**src/ide_cfg_defs.svh**
```systemverilog
`ifndef IDE_CFG_DEFS_SVH
`define IDE_CFG_DEFS_SVH

// ----------------------------------------
// register map
// ----------------------------------------
`define IDE_CFG_OFFSET 12'h054
`define IDE_CFG_RESET 32'h0000_0000
`define IDE_CFG_WR_MASK 32'h000F_F4FF

// ----------------------------------------
// field positions
// ----------------------------------------
`define SEC_PIN_MODE_HI 19
`define SEC_PIN_MODE_LO 18
`define PRI_PIN_MODE_HI 17
`define PRI_PIN_MODE_LO 16
`define FAST_CLOCK_HI 15
`define FAST_CLOCK_LO 12
`define SPLIT_BUF_BIT 10
`define CABLE_HI 7
`define CABLE_LO 4
`define BASE_CLOCK_HI 3
`define BASE_CLOCK_LO 0

// ----------------------------------------
// pin mode codes
// ----------------------------------------
`define PIN_MODE_NORMAL 2'h0
`define PIN_MODE_TRISTATE 2'h1
`define PIN_MODE_DRIVE_LOW 2'h2

// ----------------------------------------
// cycle time codes and counts in clocks
// ----------------------------------------
`define CT_CODE_0 2'h0
`define CT_CODE_1 2'h1
`define CT_CODE_2 2'h2
`define STB_33_C0 4'h4
`define STOP_33_C0 5'h06
`define STB_33_C1 4'h3
`define STOP_33_C1 5'h05
`define STB_33_C2 4'h2
`define STOP_33_C2 5'h04
`define STB_66_C1 4'h3
`define STOP_66_C1 5'h08
`define STB_66_C2 4'h2
`define STOP_66_C2 5'h08
`define STB_133_C1 4'h3
`define STOP_133_C1 5'h10

`endif

```
**src/ide_cfg_pkg.sv**
```systemverilog
package ide_cfg_pkg;

   typedef enum logic [1:0] {
      base_33,
      base_66,
      base_133
   } timing_base_t;

   typedef struct packed {
      timing_base_t base;
      logic valid;
      logic [3:0] strobe;
      logic [4:0] stop;
   } drive_timing_t;

endpackage

```
**src/timing_sel_if.sv**
```systemverilog
`timescale 1ns/10ps
interface timing_sel_if;
   import ide_cfg_pkg::*;
   logic [3:0] base_clock;
   logic [3:0] fast_clock;
   logic [3:0][1:0] cycle_time;
   drive_timing_t [3:0] timing;

   modport cfg (
      output base_clock,
      output fast_clock,
      output cycle_time,
      input timing
   );
   modport decode (
      input base_clock,
      input fast_clock,
      input cycle_time,
      output timing
   );
endinterface

```
**src/drive_timing_decode.sv**
```systemverilog
`timescale 1ns/10ps
`include "ide_cfg_defs.svh"
module drive_timing_decode
   import ide_cfg_pkg::*;
(
   // clock and reset
   input wire logic pclk,
   input wire logic presetn,
   // selections in, timing out
   timing_sel_if.decode sel
);

   // ----------------------------------------
   // per-drive decode
   // ----------------------------------------
   function automatic drive_timing_t decode_timing(input logic base, input logic fast,
                                                   input logic [1:0] code);
      drive_timing_t t;
      t = '0;
      if (fast) begin
         t.base = base_133;
         if (code == `CT_CODE_1) begin
            t.valid = 1'b1;
            t.strobe = `STB_133_C1;
            t.stop = `STOP_133_C1;
         end
      end else if (base) begin
         t.base = base_66;
         case (code)
            `CT_CODE_1: begin
               t.valid = 1'b1;
               t.strobe = `STB_66_C1;
               t.stop = `STOP_66_C1;
            end
            `CT_CODE_2: begin
               t.valid = 1'b1;
               t.strobe = `STB_66_C2;
               t.stop = `STOP_66_C2;
            end
            default: t.valid = 1'b0;
         endcase
      end else begin
         t.base = base_33;
         case (code)
            `CT_CODE_0: begin
               t.valid = 1'b1;
               t.strobe = `STB_33_C0;
               t.stop = `STOP_33_C0;
            end
            `CT_CODE_1: begin
               t.valid = 1'b1;
               t.strobe = `STB_33_C1;
               t.stop = `STOP_33_C1;
            end
            `CT_CODE_2: begin
               t.valid = 1'b1;
               t.strobe = `STB_33_C2;
               t.stop = `STOP_33_C2;
            end
            default: t.valid = 1'b0;
         endcase
      end
      return t;
   endfunction

   genvar d;
   generate
      for (d = 0; d < 4; d++) begin : g_drive
         drive_timing_t timing_reg;
         drive_timing_t timing_next;

         always_comb begin
            timing_next = decode_timing(sel.base_clock[d], sel.fast_clock[d],
                                        sel.cycle_time[d]);
         end

         always_ff @(posedge pclk or negedge presetn) begin
            if (!presetn) begin
               timing_reg <= '0;
            end else begin
               timing_reg <= timing_next;
            end
         end

         assign sel.timing[d] = timing_reg;

      end
   endgenerate
endmodule

```
**src/ide_io_config_register.sv**
```systemverilog
// The APB slave port was decided locally.
`timescale 1ns/10ps
`include "ide_cfg_defs.svh"
module ide_io_config_register
   import ide_cfg_pkg::*;
(
   // clock and reset
   input wire logic pclk,
   input wire logic presetn,
   // apb slave
   input wire logic psel,
   input wire logic penable,
   input wire logic pwrite,
   input wire logic [11:0] paddr,
   input wire logic [31:0] pwdata,
   input wire logic [3:0] pstrb,
   output logic [31:0] prdata,
   output logic pready,
   output logic pslverr,
   // per-drive cycle time codes
   input wire logic [1:0] pri_drive0_cycle_time,
   input wire logic [1:0] pri_drive1_cycle_time,
   input wire logic [1:0] sec_drive0_cycle_time,
   input wire logic [1:0] sec_drive1_cycle_time,
   // per-drive timing, index 0 pri d0, 1 pri d1, 2 sec d0, 3 sec d1
   output timing_base_t [3:0] timing_base,
   output logic [3:0] timing_code_valid,
   output logic [3:0][3:0] strobe_cycle_time,
   output logic [3:0][4:0] ready_to_stop_time,
   // channel control, index 0 primary, 1 secondary
   input wire logic [1:0] xfer_start_req,
   output logic [1:0] xfer_start,
   input wire logic [1:0][15:0] chan_pins_in,
   output logic [1:0][15:0] chan_pins_seen,
   output logic [1:0] channel_enabled,
   output logic [1:0] pad_tristate,
   output logic [1:0] pad_drive_low,
   // buffer and cable
   output logic split_write_buffer_enable,
   output logic [3:0] cable_80_conductor
);

   // ----------------------------------------
   // pin mode decode
   // ----------------------------------------
   // returns {enabled, tristate, drive_low}; reserved 11 is parked tri-stated,
   // the safe choice for a bay that may be empty
   function automatic logic [2:0] decode_pin_mode(input logic [1:0] mode);
      logic [2:0] r;
      r = 3'h0;
      case (mode)
         `PIN_MODE_NORMAL: r = 3'h4;
         `PIN_MODE_TRISTATE: r = 3'h2;
         `PIN_MODE_DRIVE_LOW: r = 3'h1;
         default: r = 3'h2;
      endcase
      return r;
   endfunction

   // ----------------------------------------
   // apb register state
   // ----------------------------------------
   logic [31:0] config_reg;
   logic [31:0] config_next;
   logic [31:0] prdata_reg;
   logic [31:0] prdata_next;
   logic [1:0][2:0] pad_reg;
   logic [1:0][2:0] pad_next;
   logic [1:0][15:0] pins_reg;
   logic [1:0][15:0] pins_next;
   logic addr_hit;
   logic wr_access;
   logic rd_setup;
   logic [31:0] byte_mask;

   assign addr_hit = (paddr == `IDE_CFG_OFFSET);
   assign wr_access = psel && penable && pwrite && addr_hit;
   assign rd_setup = psel && !penable && !pwrite;

   always_comb begin
      byte_mask = '0;
      for (int b = 0; b < 4; b++) begin
         byte_mask[b*8 +: 8] = {8{pstrb[b]}};
      end
      config_next = config_reg;
      if (wr_access) begin
         // reserved bits never latch
         config_next = (config_reg & ~(byte_mask & `IDE_CFG_WR_MASK))
                     | (pwdata & byte_mask & `IDE_CFG_WR_MASK);
      end
      prdata_next = prdata_reg;
      if (rd_setup) begin
         prdata_next = addr_hit ? config_reg : 32'h0000_0000;
      end
      pad_next[0] = decode_pin_mode(config_next[`PRI_PIN_MODE_HI:`PRI_PIN_MODE_LO]);
      pad_next[1] = decode_pin_mode(config_next[`SEC_PIN_MODE_HI:`SEC_PIN_MODE_LO]);
      for (int c = 0; c < 2; c++) begin
         // disabled channel sees quiet pins
         pins_next[c] = pad_reg[c][2] ? chan_pins_in[c] : 16'h0000;
      end
   end

   always_ff @(posedge pclk or negedge presetn) begin
      if (!presetn) begin
         config_reg <= `IDE_CFG_RESET;
         prdata_reg <= 32'h0000_0000;
         pad_reg <= {3'h4, 3'h4};
         pins_reg <= '0;
      end else begin
         config_reg <= config_next;
         prdata_reg <= prdata_next;
         pad_reg <= pad_next;
         pins_reg <= pins_next;
      end
   end

   assign prdata = prdata_reg;
   // zero wait state slave
   assign pready = 1'b1;
   assign pslverr = psel && penable && !addr_hit;

   // ----------------------------------------
   // channel and pad outputs
   // ----------------------------------------
   genvar c;
   generate
      for (c = 0; c < 2; c++) begin : g_chan
         assign channel_enabled[c] = pad_reg[c][2];
         assign pad_tristate[c] = pad_reg[c][1];
         assign pad_drive_low[c] = pad_reg[c][0];
         assign xfer_start[c] = xfer_start_req[c] && pad_reg[c][2];
      end
   endgenerate
   assign chan_pins_seen = pins_reg;

   assign split_write_buffer_enable = config_reg[`SPLIT_BUF_BIT];
   assign cable_80_conductor = config_reg[`CABLE_HI:`CABLE_LO];

   // ----------------------------------------
   // drive timing selection
   // ----------------------------------------
   timing_sel_if sel ();

   assign sel.base_clock = config_reg[`BASE_CLOCK_HI:`BASE_CLOCK_LO];
   assign sel.fast_clock = config_reg[`FAST_CLOCK_HI:`FAST_CLOCK_LO];
   assign sel.cycle_time = {sec_drive1_cycle_time, sec_drive0_cycle_time,
                            pri_drive1_cycle_time, pri_drive0_cycle_time};

   drive_timing_decode u_decode (
      .pclk(pclk),
      .presetn(presetn),
      .sel(sel)
   );

   genvar d;
   generate
      for (d = 0; d < 4; d++) begin : g_out
         assign timing_base[d] = sel.timing[d].base;
         assign timing_code_valid[d] = sel.timing[d].valid;
         assign strobe_cycle_time[d] = sel.timing[d].strobe;
         assign ready_to_stop_time[d] = sel.timing[d].stop;
      end
   endgenerate
endmodule

```
**config.mk**
```make
export PLATFORM = sky130hd
export DESIGN_NAME = ide_io_config_register
export DESIGN_NICKNAME = d
export VERILOG_FILES = /design/src/ide_cfg_pkg.sv /design/src/timing_sel_if.sv /design/src/drive_timing_decode.sv /design/src/ide_io_config_register.sv
export VERILOG_INCLUDE_DIRS = /design/src /design/src/src
export SDC_FILE = /design/constraint.sdc
export NUM_CORES = 1
export LEC_CHECK = 0
export ABC_AREA = 1
export BUFFER_PORTS_ARGS = -buffer_cell sky130_fd_sc_hd__buf_2
export CORE_MARGIN = 2
export CORE_UTILIZATION = 46
export CTS_CLUSTER_DIAMETER = 150
export DETAILED_ROUTE_END_ITERATION = 12
export GPL_TIMING_DRIVEN = 1
export PLACE_DENSITY = 0.78
export SETUP_SLACK_MARGIN = 0.1
export SYNTH_ARGS = -nofsm -noshare
export SYNTH_HDL_FRONTEND = slang
export SYNTH_HIERARCHICAL = 1
export SYNTH_SLANG_ARGS = --single-unit
export TNS_END_PERCENT = 100
```
**constraint.sdc**
```tcl
create_clock -name pclk -period 1.45 [get_ports pclk]
set_input_delay 0.0725 -clock pclk [delete_from_list [all_inputs] [get_ports pclk]]
set_output_delay 0.0725 -clock pclk [all_outputs]
set_load 0.02 [all_outputs]
```
* After elaboration in Yosys (flattened, before gate mapping)
Index checks and enable logic that the tools add are counted.
** Cells by class
- Equal/unequal tests :: 11
- Mux-type cells :: 34
- Bitwise gates (word level) :: 4
- Reductions and logical operators :: 25
** Operators by type and width (count)
- 8-bit one-hot mux with 3 select lines :: 4
- 7-bit one-hot mux with 2 select lines :: 4
- 12-bit two-way mux :: 4
- 11-bit two-way mux :: 4
- 10-bit two-way mux :: 4
- 32-bit bitwise AND :: 1
- 16-bit two-way mux :: 2
- 32-bit two-way mux :: 1
- 20-bit inverter with 32-bit output :: 1
- 32-bit by 20-bit bitwise OR with 32-bit output :: 1
- 20-bit bitwise AND :: 1
- 20-bit two-way mux :: 1
- 12-bit by 7-bit == test with 1-bit output, second input constant :: 1
- 2-bit == test, second input constant :: 6
- 2-bit logical NOT :: 6
- 3-bit one-hot mux with 2 select lines :: 2
- 3-bit OR reduction :: 4
- 2-bit by 1-bit == test with 1-bit output, second input constant :: 4
- 1-bit logical AND :: 8
- 1-bit two-way mux :: 8
- 2-bit OR reduction :: 4
- 1-bit logical NOT :: 3
** Word-level totals
- Register bits after elaboration :: 150
- Input port bits :: 95

* Longest topological paths before layout
Gate-level depths: netlist (run 1).
- Depth in word-level cells :: 6
- Gate-level depth with buffers :: 9
- Mapped depth without buffers :: 9

* Hierarchy
Netlist (run 1), hierarchy kept.
** By module, submodules not included
- ide_io_config_register :: times used 1, cells each 355, area each 3096.7 µm², seq. area each 1754.2 µm²
- drive_timing_decode :: times used 1, cells each 141, area each 1545.2 µm², seq. area each 1001.0 µm²

* Worst setup path before layout (run 1)
Ideal clock, no wire load.
- Kind :: reg-to-reg
- From :: register pad_reg (netlist bit channel_enabled[0])
- To :: register pins_reg (netlist bit chan_pins_seen[10])
- Setup time :: 0.064 ns
- Data arrival time :: 1.205 ns
- Data required time :: 1.386 ns
- Path slack :: 0.181 ns
- Cell stages (with the launch flop) :: 5
- Clock period less this slack :: 1.269 ns
- Path through :: dfstp_2 clkbuf_1 clkbuf_1 nand2_1 inv_1
** RTL lines
- from (decl) :: line ide_io_config_register.sv:67 : logic [1:0][2:0] pad_reg;
- from (signal assigned) :: line ide_io_config_register.sv:107 : pad_reg <= {3'h4, 3'h4};
- from (signal assigned) :: line ide_io_config_register.sv:112 : pad_reg <= pad_next;
- to (signal assigned) :: line ide_io_config_register.sv:113 : pins_reg <= pins_next;
- to (decl) :: line ide_io_config_register.sv:69 : logic [1:0][15:0] pins_reg;

* Final worst setup path (run 1)
- From :: register pad_reg (netlist bit channel_enabled[0])
- To :: output port xfer_start[0]
** On the way
- Longest elaborated chain between the ends :: 1
** RTL lines
- 1-bit logical AND :: line ide_io_config_register.sv:131 : assign xfer_start[c] = xfer_start_req[c] && pad_reg[c][2];
- to (decl) :: line ide_io_config_register.sv:32 : output logic [1:0] xfer_start,
No other way between the ends.

==> results_dict.tcl, run 1 <==
set metrics [dict create \
    skew_ns 0.00754 \
    report.final.slew_viol_count 0 \
    gp_congestion 0.832 \
    worstSetupPathType "reg2out" \
    ioPinCount 222 \
    postLayoutCoreUtil_pct 64.1 \
    power_mw 5.56 \
    synth.yosys.warnings 6 \
    synth.distinct_cells 25 \
    min-delay-start "pri_drive0_cycle_time[1]" \
    hpwl_mm 7.98 \
    synth_cells 496 \
    setup_viol 0 \
    final-seq-area_um2 2760 \
    cts_buffers 9 \
    fin_crit_sh_pct 91.1 \
    fin_crit_ns 1.32 \
    grt_max_degree 41 \
    antenna_left 0 \
    avgRoutedWirePerCell_um 13.4 \
    netlist_area_um2 4640 \
    fin_tns_setup_ns 0 \
    grt_overflow 0 \
    critPathMaxFanout 4 \
    grt_usage_pct 22.2 \
    synth_seq_cells 110 \
    leakage_nw 3.73 \
    finalWirelength_mm 11.6 \
    hold_path.class "in2reg" \
    viasPerCell 4.45 \
    status "finished, final reports clean" \
    startpoint "channel_enabled[0]" \
    cp-end-kind "output port" \
    layout.nets 834 \
    cts.reportedPaths.clkPinSlew_ns 0.08 \
    root_buffer "clkbuf_8" \
    design_area_um2 6260 \
    p_comb_share_pct 13.7 \
    cp-start-kind "flop" \
    avgSynthCellArea_um2 9.36 \
    rsz0062_at_grt "true" \
    port_buffers 185 \
    cap_violations 0 \
    die_w_um 104 \
    start_util_pct 47.5 \
    switchingPower_mw 1.40 \
    n_fill_cell 795 \
    p_int_mw 4.16 \
    drt_iter0_drc 288 \
    ir_drop_uv 510 \
    seq_area_frac_synth_pct 59.4 \
    core_area_um2 9770 \
    hold_viol 0 \
    post_dp_cell_area_um2 5590 \
    fmax_mhz 757 \
    cts_tree "yes" \
    clk_path_buf_depth 2 \
    switching_share_pct 25.2 \
    p_clk_share_pct 29.2 \
    row_count 36 \
    multi_input_area_um2 1360 \
    insertedDiodeCount 0 \
    die_area_um2 10900 \
    p_seq_share_pct 57.0 \
    die_y_um 104 \
    grt_pass1_vias 3907 \
    drc_errors 0 \
    vias 3838 \
    grt_pass1_wl_mm 18.9 \
    syn_to_final_growth_pct 34.9 \
    critPathRequiredTime_ns 1.38 \
    clk_latency_ns 0.36 \
    antenna_found_initial 0 \
    clock-sinks 110 \
    h-tree-depth 3 \
    arrival_ns 1.25 \
    powerDensity_nw_per_um2 888 \
    drive_gt1_share_pct 31.8 \
    drtPass1Iterations 5 \
]
cells in the mapped netlist (all sizes together):
| library cell | count | share of area (%) |
|---|---|---|
| nand2 | 153 | 13 |
| o21ai | 36 | 3.9 |
| dfstp | 2 | 1.1 |
| clkbuf | 7 | 0.57 |
| nor3 | 1 | 0.11 |
| buf | 33 | 5.4 |
| conb | 3 | 0.24 |
| ha | 14 | 3.8 |
| dfrtp | 108 | 58 |
| nand3 | 8 | 1.3 |
| nand3b | 1 | 0.16 |
| nor2 | 41 | 4.9 |
| inv | 83 | 6.7 |
| nand4 | 6 | 0.81 |
path summary, 6_finish.rpt:
kind	to	slack, ns	cells past startpoint
hold / removal	u_decode/sel.timing[2]	0.03	3
setup / recovery	xfer_start[0]	0.13	3
setup reg to reg	channel_enabled[0]	0.38	7
hold reg to reg	flop	0.51	2
min in group asynchronous	u_decode/sel.timing[16]	0.11	2
max in group asynchronous	channel_enabled[1]	0.74	3
critical path, stage by stage, from the launching register on:
cell and delay [ns]:
dfstp_4 0.64, nand2_1 0.07, inv_2 0.07, buf_6 0.11
logic make-up (layout without fill, tap and decap cells):
logic type / after synthesis / after routing / share of synthesized area [%]
flip-flops: 110 / 110 / 59.4
other: 3 / 20 / 0.243
AND/OR/NAND/NOR: 210 / 210 / 20.1
buffers and inverters: 123 / 339 / 12.6
adder cells (fa/ha/maj): 14 / 14 / 3.77
AO/OA/AOI/OAI: 36 / 36 / 3.88
repair_timing:
action	4_1_cts	5_1_grt
setup buffers	4	1
gates cloned	0	0
hold buffers	46	0
endpoints found under the hold margin	153	0
resized for setup	1	3
setup endpoints to repair	4	2
per-layer routing:
metal  share of wire (%)  wire length [µm]  global-route usage, %
met5                   0                 0                      0
met4                 3.8               444                   11.7
met1                  37              4330                   25.5
met3                 5.8               667                   3.76
met2                  53              6140                   39.4
per-stage QoR:
| step | worst slack [ns] | hold WS [ns] | cells |
|---|---|---|---|
| 2_1_floorplan | 0.181 | -0.223 | 513 |
| 5_1_grt | 0.0755 | 0.0215 | 862 |
| 3_5_place_dp | 0.181 | -0.0526 | 796 |
| 4_1_cts | 0.121 | 0.00675 | 861 |
| 6_report | 0.129 | 0.0278 | 862 |
| 3_3_place_gp | 0.228 | -0.0579 | 796 |
layout make-up:
class | count | share of cell area, %
clock buffers | 14 | 2.60
clock inverters | 1 | 0.0799
inverters | 83 | 4.97
multi-input cells | 280 | 21.8
flip-flops and latches | 110 | 44.0
well taps | 133 | 2.66
repair buffers | 241 | 23.9
cell usage in the layout, fill, tap and decap left out, types with 3 or more instances in the layout:
master / n
clkbuf_1: 3
nor2_1: 30
nand2_1: 148
nor2_4: 4
nand4_1: 6
buf_2: 183
nor2_2: 5
inv_1: 79
o21ai_0: 26
o21ai_1: 10
ha_1: 14
nand2_2: 4
nand3_1: 5
dfrtp_1: 108
inv_2: 4
clkbuf_8: 11
buf_4: 9
dlygate4sd3_1: 46
conb_1: 20
power by group through the flow:
stage          combinational (mW)  sequential [mW]  clock (mW)
6_report                    0.764             3.17        1.63
5_1_grt                     0.837             3.18        1.82
4_1_cts                     0.755             3.17        1.68
3_5_place_dp                0.655             3.23           0
3_3_place_gp                0.639             3.23           0
2_1_floorplan               0.266             3.35           0
Note: power is estimated with default switching activity, not from simulation.
==> inputs of run 2 (changes only) <==
--- a/config.mk
+++ b/config.mk
@@ -9,11 +9,11 @@
 export ABC_AREA = 1
 export BUFFER_PORTS_ARGS = -buffer_cell sky130_fd_sc_hd__buf_2
 export CORE_MARGIN = 2
-export CORE_UTILIZATION = 46
+export CORE_UTILIZATION = 42
 export CTS_CLUSTER_DIAMETER = 150
 export DETAILED_ROUTE_END_ITERATION = 12
 export GPL_TIMING_DRIVEN = 1
-export PLACE_DENSITY = 0.78
+export PLACE_DENSITY = 0.88
 export SETUP_SLACK_MARGIN = 0.1
 export SYNTH_ARGS = -nofsm -noshare
 export SYNTH_HDL_FRONTEND = slang
==> constraint.sdc (replaced) <==
create_clock -name pclk -period 1.16 [get_ports pclk]
set_input_delay 0.058 -clock pclk [delete_from_list [all_inputs] [get_ports pclk]]
set_output_delay 0.058 -clock pclk [all_outputs]
set_load 0.02 [all_outputs]
==> run 2 against run 1 <==
  * The run now ends with negative setup slack left
  * Count of clock-buffer cells in the layout down 2
  * Setup slack worse by 0.20 ns
  * Critical path type unchanged
  * Combinational power up 26%
  * Clock power up 45%
  * Sequential cell count unchanged
  * Final area up 2.9%
  * Global-route usage down 3.1 points
  * Die area up 9.2%
  * Highest routed layer unchanged
  * Sequential power up 25%
==> results_dict.tcl, run 2 (synthesized netlist as in run 1, its figures left out) <==
set metrics [dict create \
    die_area_um2 11900 \
    ioPinCount 222 \
    avgRoutedWirePerCell_um 13.1 \
    ir_drop_uv 548 \
    fin_crit_sh_pct 106 \
    worstSetupPathType "reg2out" \
    cap_violations 0 \
    setup_viol 3 \
    grt.met2_usage_pct 35.7 \
    drive_gt1_share_pct 34.4 \
    die_y_um 109 \
    reg2reg_slack_ns 0.07 \
    design_area_um2 6450 \
    multi_input_area_um2 1380 \
    post_dp_cell_area_um2 5670 \
    status "finished, violations left" \
    leakage_nw 3.81 \
    root_buffer "clkbuf_8" \
    violations "negative setup slack" \
    cts_buffers 9 \
    holdPathStages 3 \
    grt_max_degree 51 \
    grt_use_met1_pct 20.9 \
    fmax_mhz 815 \
    insertedDiodeCount 0 \
    grt_usage_pct 19.1 \
    critPathRequiredTime_ns 1.10 \
    grt_overflow 0 \
    row_count 38 \
    hpwl_mm 8.10 \
    port_buffers 185 \
    die_w_um 109 \
    skew_ns 0.0164 \
    grt_pass1_vias 3802 \
    mostFrequentLayoutCells "179 x buf_2, 144 x nand2_1, 107 x dfrtp_1" \
    vias 3843 \
    start_util_pct 43.0 \
    viasPerCell 4.37 \
    core_area_um2 10800 \
    final_common_cell "buf_2" \
    cts_tree "yes" \
    r2r_cells 4 \
    drc_errors 0 \
    drt_iter0_drc 214 \
    final-seq-area_um2 2760 \
    cp-end-kind "output port" \
    powerDensity_nw_per_um2 1130 \
    syn_to_final_growth_pct 38.9 \
    arrival_ns 1.17 \
    gp_congestion 0.830 \
    use_met3_pct 2.93 \
    report.final.slew_viol_count 0 \
    layout.nets 843 \
    antenna_found_initial 0 \
    whs_endpoint "u_decode/sel.timing[2]" \
    hold_viol 0 \
    grt_busiest_layer "met2" \
    layout_setup_ws_ns -0.0668 \
    postLayoutCoreUtil_pct 59.7 \
    grt_pass1_wl_mm 17.4 \
    fin_crit_ns 1.23 \
    reg2reg_from "channel_enabled[1]" \
    fin_tns_setup_ns -0.138 \
    clock-sinks 110 \
    hold_path.class "in2reg" \
    clk_path_buf_depth 2 \
    r2r-end "chan_pins_seen[26]" \
    h-tree-depth 3 \
    drtPass1Iterations 4 \
    rsz0062_at_grt "true" \
    power_mw 7.30 \
    cts.reportedPaths.clkPinSlew_ns 0.10 \
    cp-start-kind "flop" \
    antenna_left 0 \
    min-delay-start "pri_drive0_cycle_time[0]" \
    timing.hold.ws_ns 0.0431 \
    clk_latency_ns 0.35 \
    n_fill_cell 891 \
    finalWirelength_mm 11.5 \
    critPathMaxFanout 4 \
]
run 2: cell types whose count changed in the layout (fill, tap and decap cells not counted), moves of 4 or more:
| cell | before | now |
|---|---|---|
| buf_2 | 183 | 179 |
| buf_6 | 1 | 7 |
| nand2_1 | 148 | 144 |
| buf_4 | 9 | 14 |
| nand2_2 | 4 | 8 |
run 2: critical path, cell delays in order, from the launching register on:
cell	delay [ns]
dfstp_2	0.60
nand2_2	0.06
inv_2	0.06
buf_6	0.10
run 2: final cells by class:
| cell class | count | share of cell area [%] |
|---|---|---|
| multi-input combinational | 280 | 21.4 |
| sequential | 110 | 42.8 |
| timing repair buffer | 250 | 25.0 |
| clock buffer | 12 | 2.41 |
| clock inverter | 4 | 0.854 |
| tap | 140 | 2.72 |
| inverter | 83 | 4.83 |
run 2: power by group:
| group | switching, mW | internal (mW) |
|---|---|---|
| registers | 0.0307 | 3.94 |
| logic | 0.575 | 0.386 |
| clock network | 1.24 | 1.13 |
| total | 1.85 | 5.45 |
run 2: worst max path at each step:
stage	from	endpoint	slack, ns
after floorplan	channel_enabled[0]	chan_pins_seen[10]	0.11
after global placement	paddr[3]	prdata[2]	0.03
after detailed placement	paddr[8]	flop	-0.007
after CTS	channel_enabled[0]	xfer_start[0]	-0.09
after global routing	channel_enabled[0]	xfer_start[0]	-0.11
final	channel_enabled[1]	xfer_start[1]	-0.07
run 2: per-layer routing:
layer / vias up / part of all wire [%]
met2: 147 / 54
met5: - / 0
li1: 1896 / -
met4: 0 / 2.5
met1: 1778 / 38
met3: 22 / 5.8
run 2: what timing repair did:
action                                  CTS  global route
hold buffers                             47             0
endpoints found under the hold margin   154             0
resized for setup                        11            15
endpoints found under the setup margin    6            21
buffers inserted                          4             1
pin swaps                                 0             9
run 2: metrics by stage:
stage               instances  setup slack (ns)
floorplan                 513             0.111
global placement          811            0.0278
detailed placement        811          -0.00650
CTS                       878           -0.0864
global route              879            -0.108
finish                    879           -0.0668
==> inputs of run 3 (changes only) <==
--- a/config.mk
+++ b/config.mk
@@ -13,7 +13,7 @@
 export CTS_CLUSTER_DIAMETER = 150
 export DETAILED_ROUTE_END_ITERATION = 12
 export GPL_TIMING_DRIVEN = 1
-export PLACE_DENSITY = 0.88
+export PLACE_DENSITY = 0.77
 export SETUP_SLACK_MARGIN = 0.1
 export SYNTH_ARGS = -nofsm -noshare
 export SYNTH_HDL_FRONTEND = slang
==> run 3 against run 2 <==
  * The run still ends with negative setup slack left
  * First-iteration DRC count shrank 11%
  * Clock skew decreased by 0.0048 ns
  * Highest routed layer unchanged
  * Largest power group unchanged
  * Cell count is 0.11% higher
  * Core utilization increased by 0.56 points
  * Final area is 0.93% higher
  * Via count increased by 1.2%
  * Wire length grew 0.91%
  * Global-route usage is 0.077 points higher
  * Sequential share of layout area is 0.38 points lower
  * Setup slack lost 0.056 ns
==> results_dict.tcl, run 3 (synthesized netlist as in run 1, its figures left out) <==
set metrics [dict create \
    layout.nets 844 \
    arrival_ns 1.22 \
    dp_slack_ns -0.0312 \
    leakage_nw 3.83 \
    startpoint "channel_enabled[1]" \
    multi_input_area_um2 1380 \
    clk_path_buf_depth 2 \
    finalWirelength_mm 11.6 \
    die_y_um 109 \
    cts_buffers 9 \
    post_dp_cell_area_um2 5670 \
    setup_viol 3 \
    ioPinCount 222 \
    drtPass1Iterations 4 \
    min-delay-start "pri_drive0_cycle_time[0]" \
    design_area_um2 6510 \
    antenna_found_initial 0 \
    fmax_mhz 780 \
    r2r_cells 5 \
    ir_drop_uv 565 \
    worstSetupPathType "reg2out" \
    clock-sinks 110 \
    syn_to_final_growth_pct 40.2 \
    report.final.slew_viol_count 0 \
    violations "negative setup slack" \
    cp-start-kind "flop" \
    cts.reportedPaths.clkPinSlew_ns 0.09 \
    cap_violations 0 \
    status "finished, violations left" \
    mostFrequentLayoutCells "177 x buf_2, 144 x nand2_1, 106 x dfrtp_1" \
    cts_tree "yes" \
    gp_congestion 0.848 \
    final_cells 880 \
    vias 3889 \
    port_buffers 185 \
    final_common_cell "buf_2" \
    core_area_um2 10800 \
    timing.hold.ws_ns 0.0207 \
    clk_latency_ns 0.36 \
    final-seq-area_um2 2760 \
    avgRoutedWirePerCell_um 13.2 \
    h-tree-depth 3 \
    critPathRequiredTime_ns 1.10 \
    insertedDiodeCount 0 \
    layout_setup_ws_ns -0.122 \
    fin_crit_ns 1.28 \
    critPathMaxFanout 3 \
    placed_cells 809 \
    drive_gt1_share_pct 33.8 \
    grt_usage_pct 19.2 \
    die_area_um2 11900 \
    antenna_left 0 \
    grt_overflow 0 \
    drt_iter0_drc 191 \
    reg2reg_from "channel_enabled[1]" \
    grt_pass1_vias 3636 \
    n_fill_cell 874 \
    die_w_um 109 \
    reg2reg_slack_ns 0.01 \
    fin_crit_sh_pct 111 \
    drc_errors 0 \
    grt_max_degree 52 \
    viasPerCell 4.42 \
    row_count 38 \
    grt_pass1_wl_mm 17.3 \
    holdPathStages 3 \
    cp-end-kind "output port" \
    whs_endpoint "u_decode/sel.timing[2]" \
    hold_viol 0 \
    skew_ns 0.0115 \
    hold_path.class "in2reg" \
    rsz0062_at_grt "true" \
    r2r-end "chan_pins_seen[21]" \
    hpwl_mm 8.09 \
    powerDensity_nw_per_um2 1130 \
    start_util_pct 43.0 \
    root_buffer "clkbuf_8" \
]
-- run 3: cell count changes in the layout (fill, tap and decap cells not counted), sizes merged --
cell and delta:
bufinv +1, clkbuf +1, clkinv -1, clkinvlp -1
dlymetal6s4s +1
-- run 3: worst max path at each step --
stage / end / slack [ns]
global route: xfer_start[1] / -0.17
global placement: flop / 0.01
finish: xfer_start[1] / -0.12
floorplan: chan_pins_seen[10] / 0.11
detailed placement: prdata[2] / -0.03
CTS: xfer_start[1] / -0.13
-- run 3: critical path: stages (launching register included) --
cell and delay (ns):
dfstp_2 0.62, nand2_2 0.08, inv_2 0.06, buf_6 0.10
-- run 3: final cells by class --
type / count / area share (%)
Clock buffer: 13 / 2.13
Inverter: 83 / 4.79
Timing Repair Buffer: 251 / 25.8
Tap cell: 140 / 2.69
Clock inverter: 3 / 1.06
Multi-Input combinational cell: 280 / 21.2
Sequential cell: 110 / 42.4
-- run 3: report_power, final --
part | switching (mW) | internal (mW) | leakage (nW)
Combinational | 0.581 | 0.390 | 2.33
Sequential | 0.0308 | 3.94 | 1.40
Clock | 1.16 | 1.23 | 0.102
-- run 3: per-layer routing --
metal	up-vias	track usage, %	wire length (µm)
li1	1899	-	-
met1	1798	21.7	4510
met2	176	35.1	6020
met3	16	4.36	940
met4	0	6.87	159
met5	-	0	0
-- run 3: stage by stage --
stage               util, %  total power [mW]  setup TNS (ns)
CTS                    59.7              7.40          -0.327
global placement       52.5              4.85               0
detailed placement     52.5              4.87         -0.0704
global route           60.3              7.67          -0.596
floorplan                 -              4.52               0
finish                 60.3              7.33          -0.312
-- run 3: what timing repair did --
item,CTS,global route
hold endpoints to repair,155,0
hold buffers,48,0
resized for setup,14,18
gates cloned,0,0
pin swaps,1,6
setup buffers,4,3
setup endpoints to repair,5,32
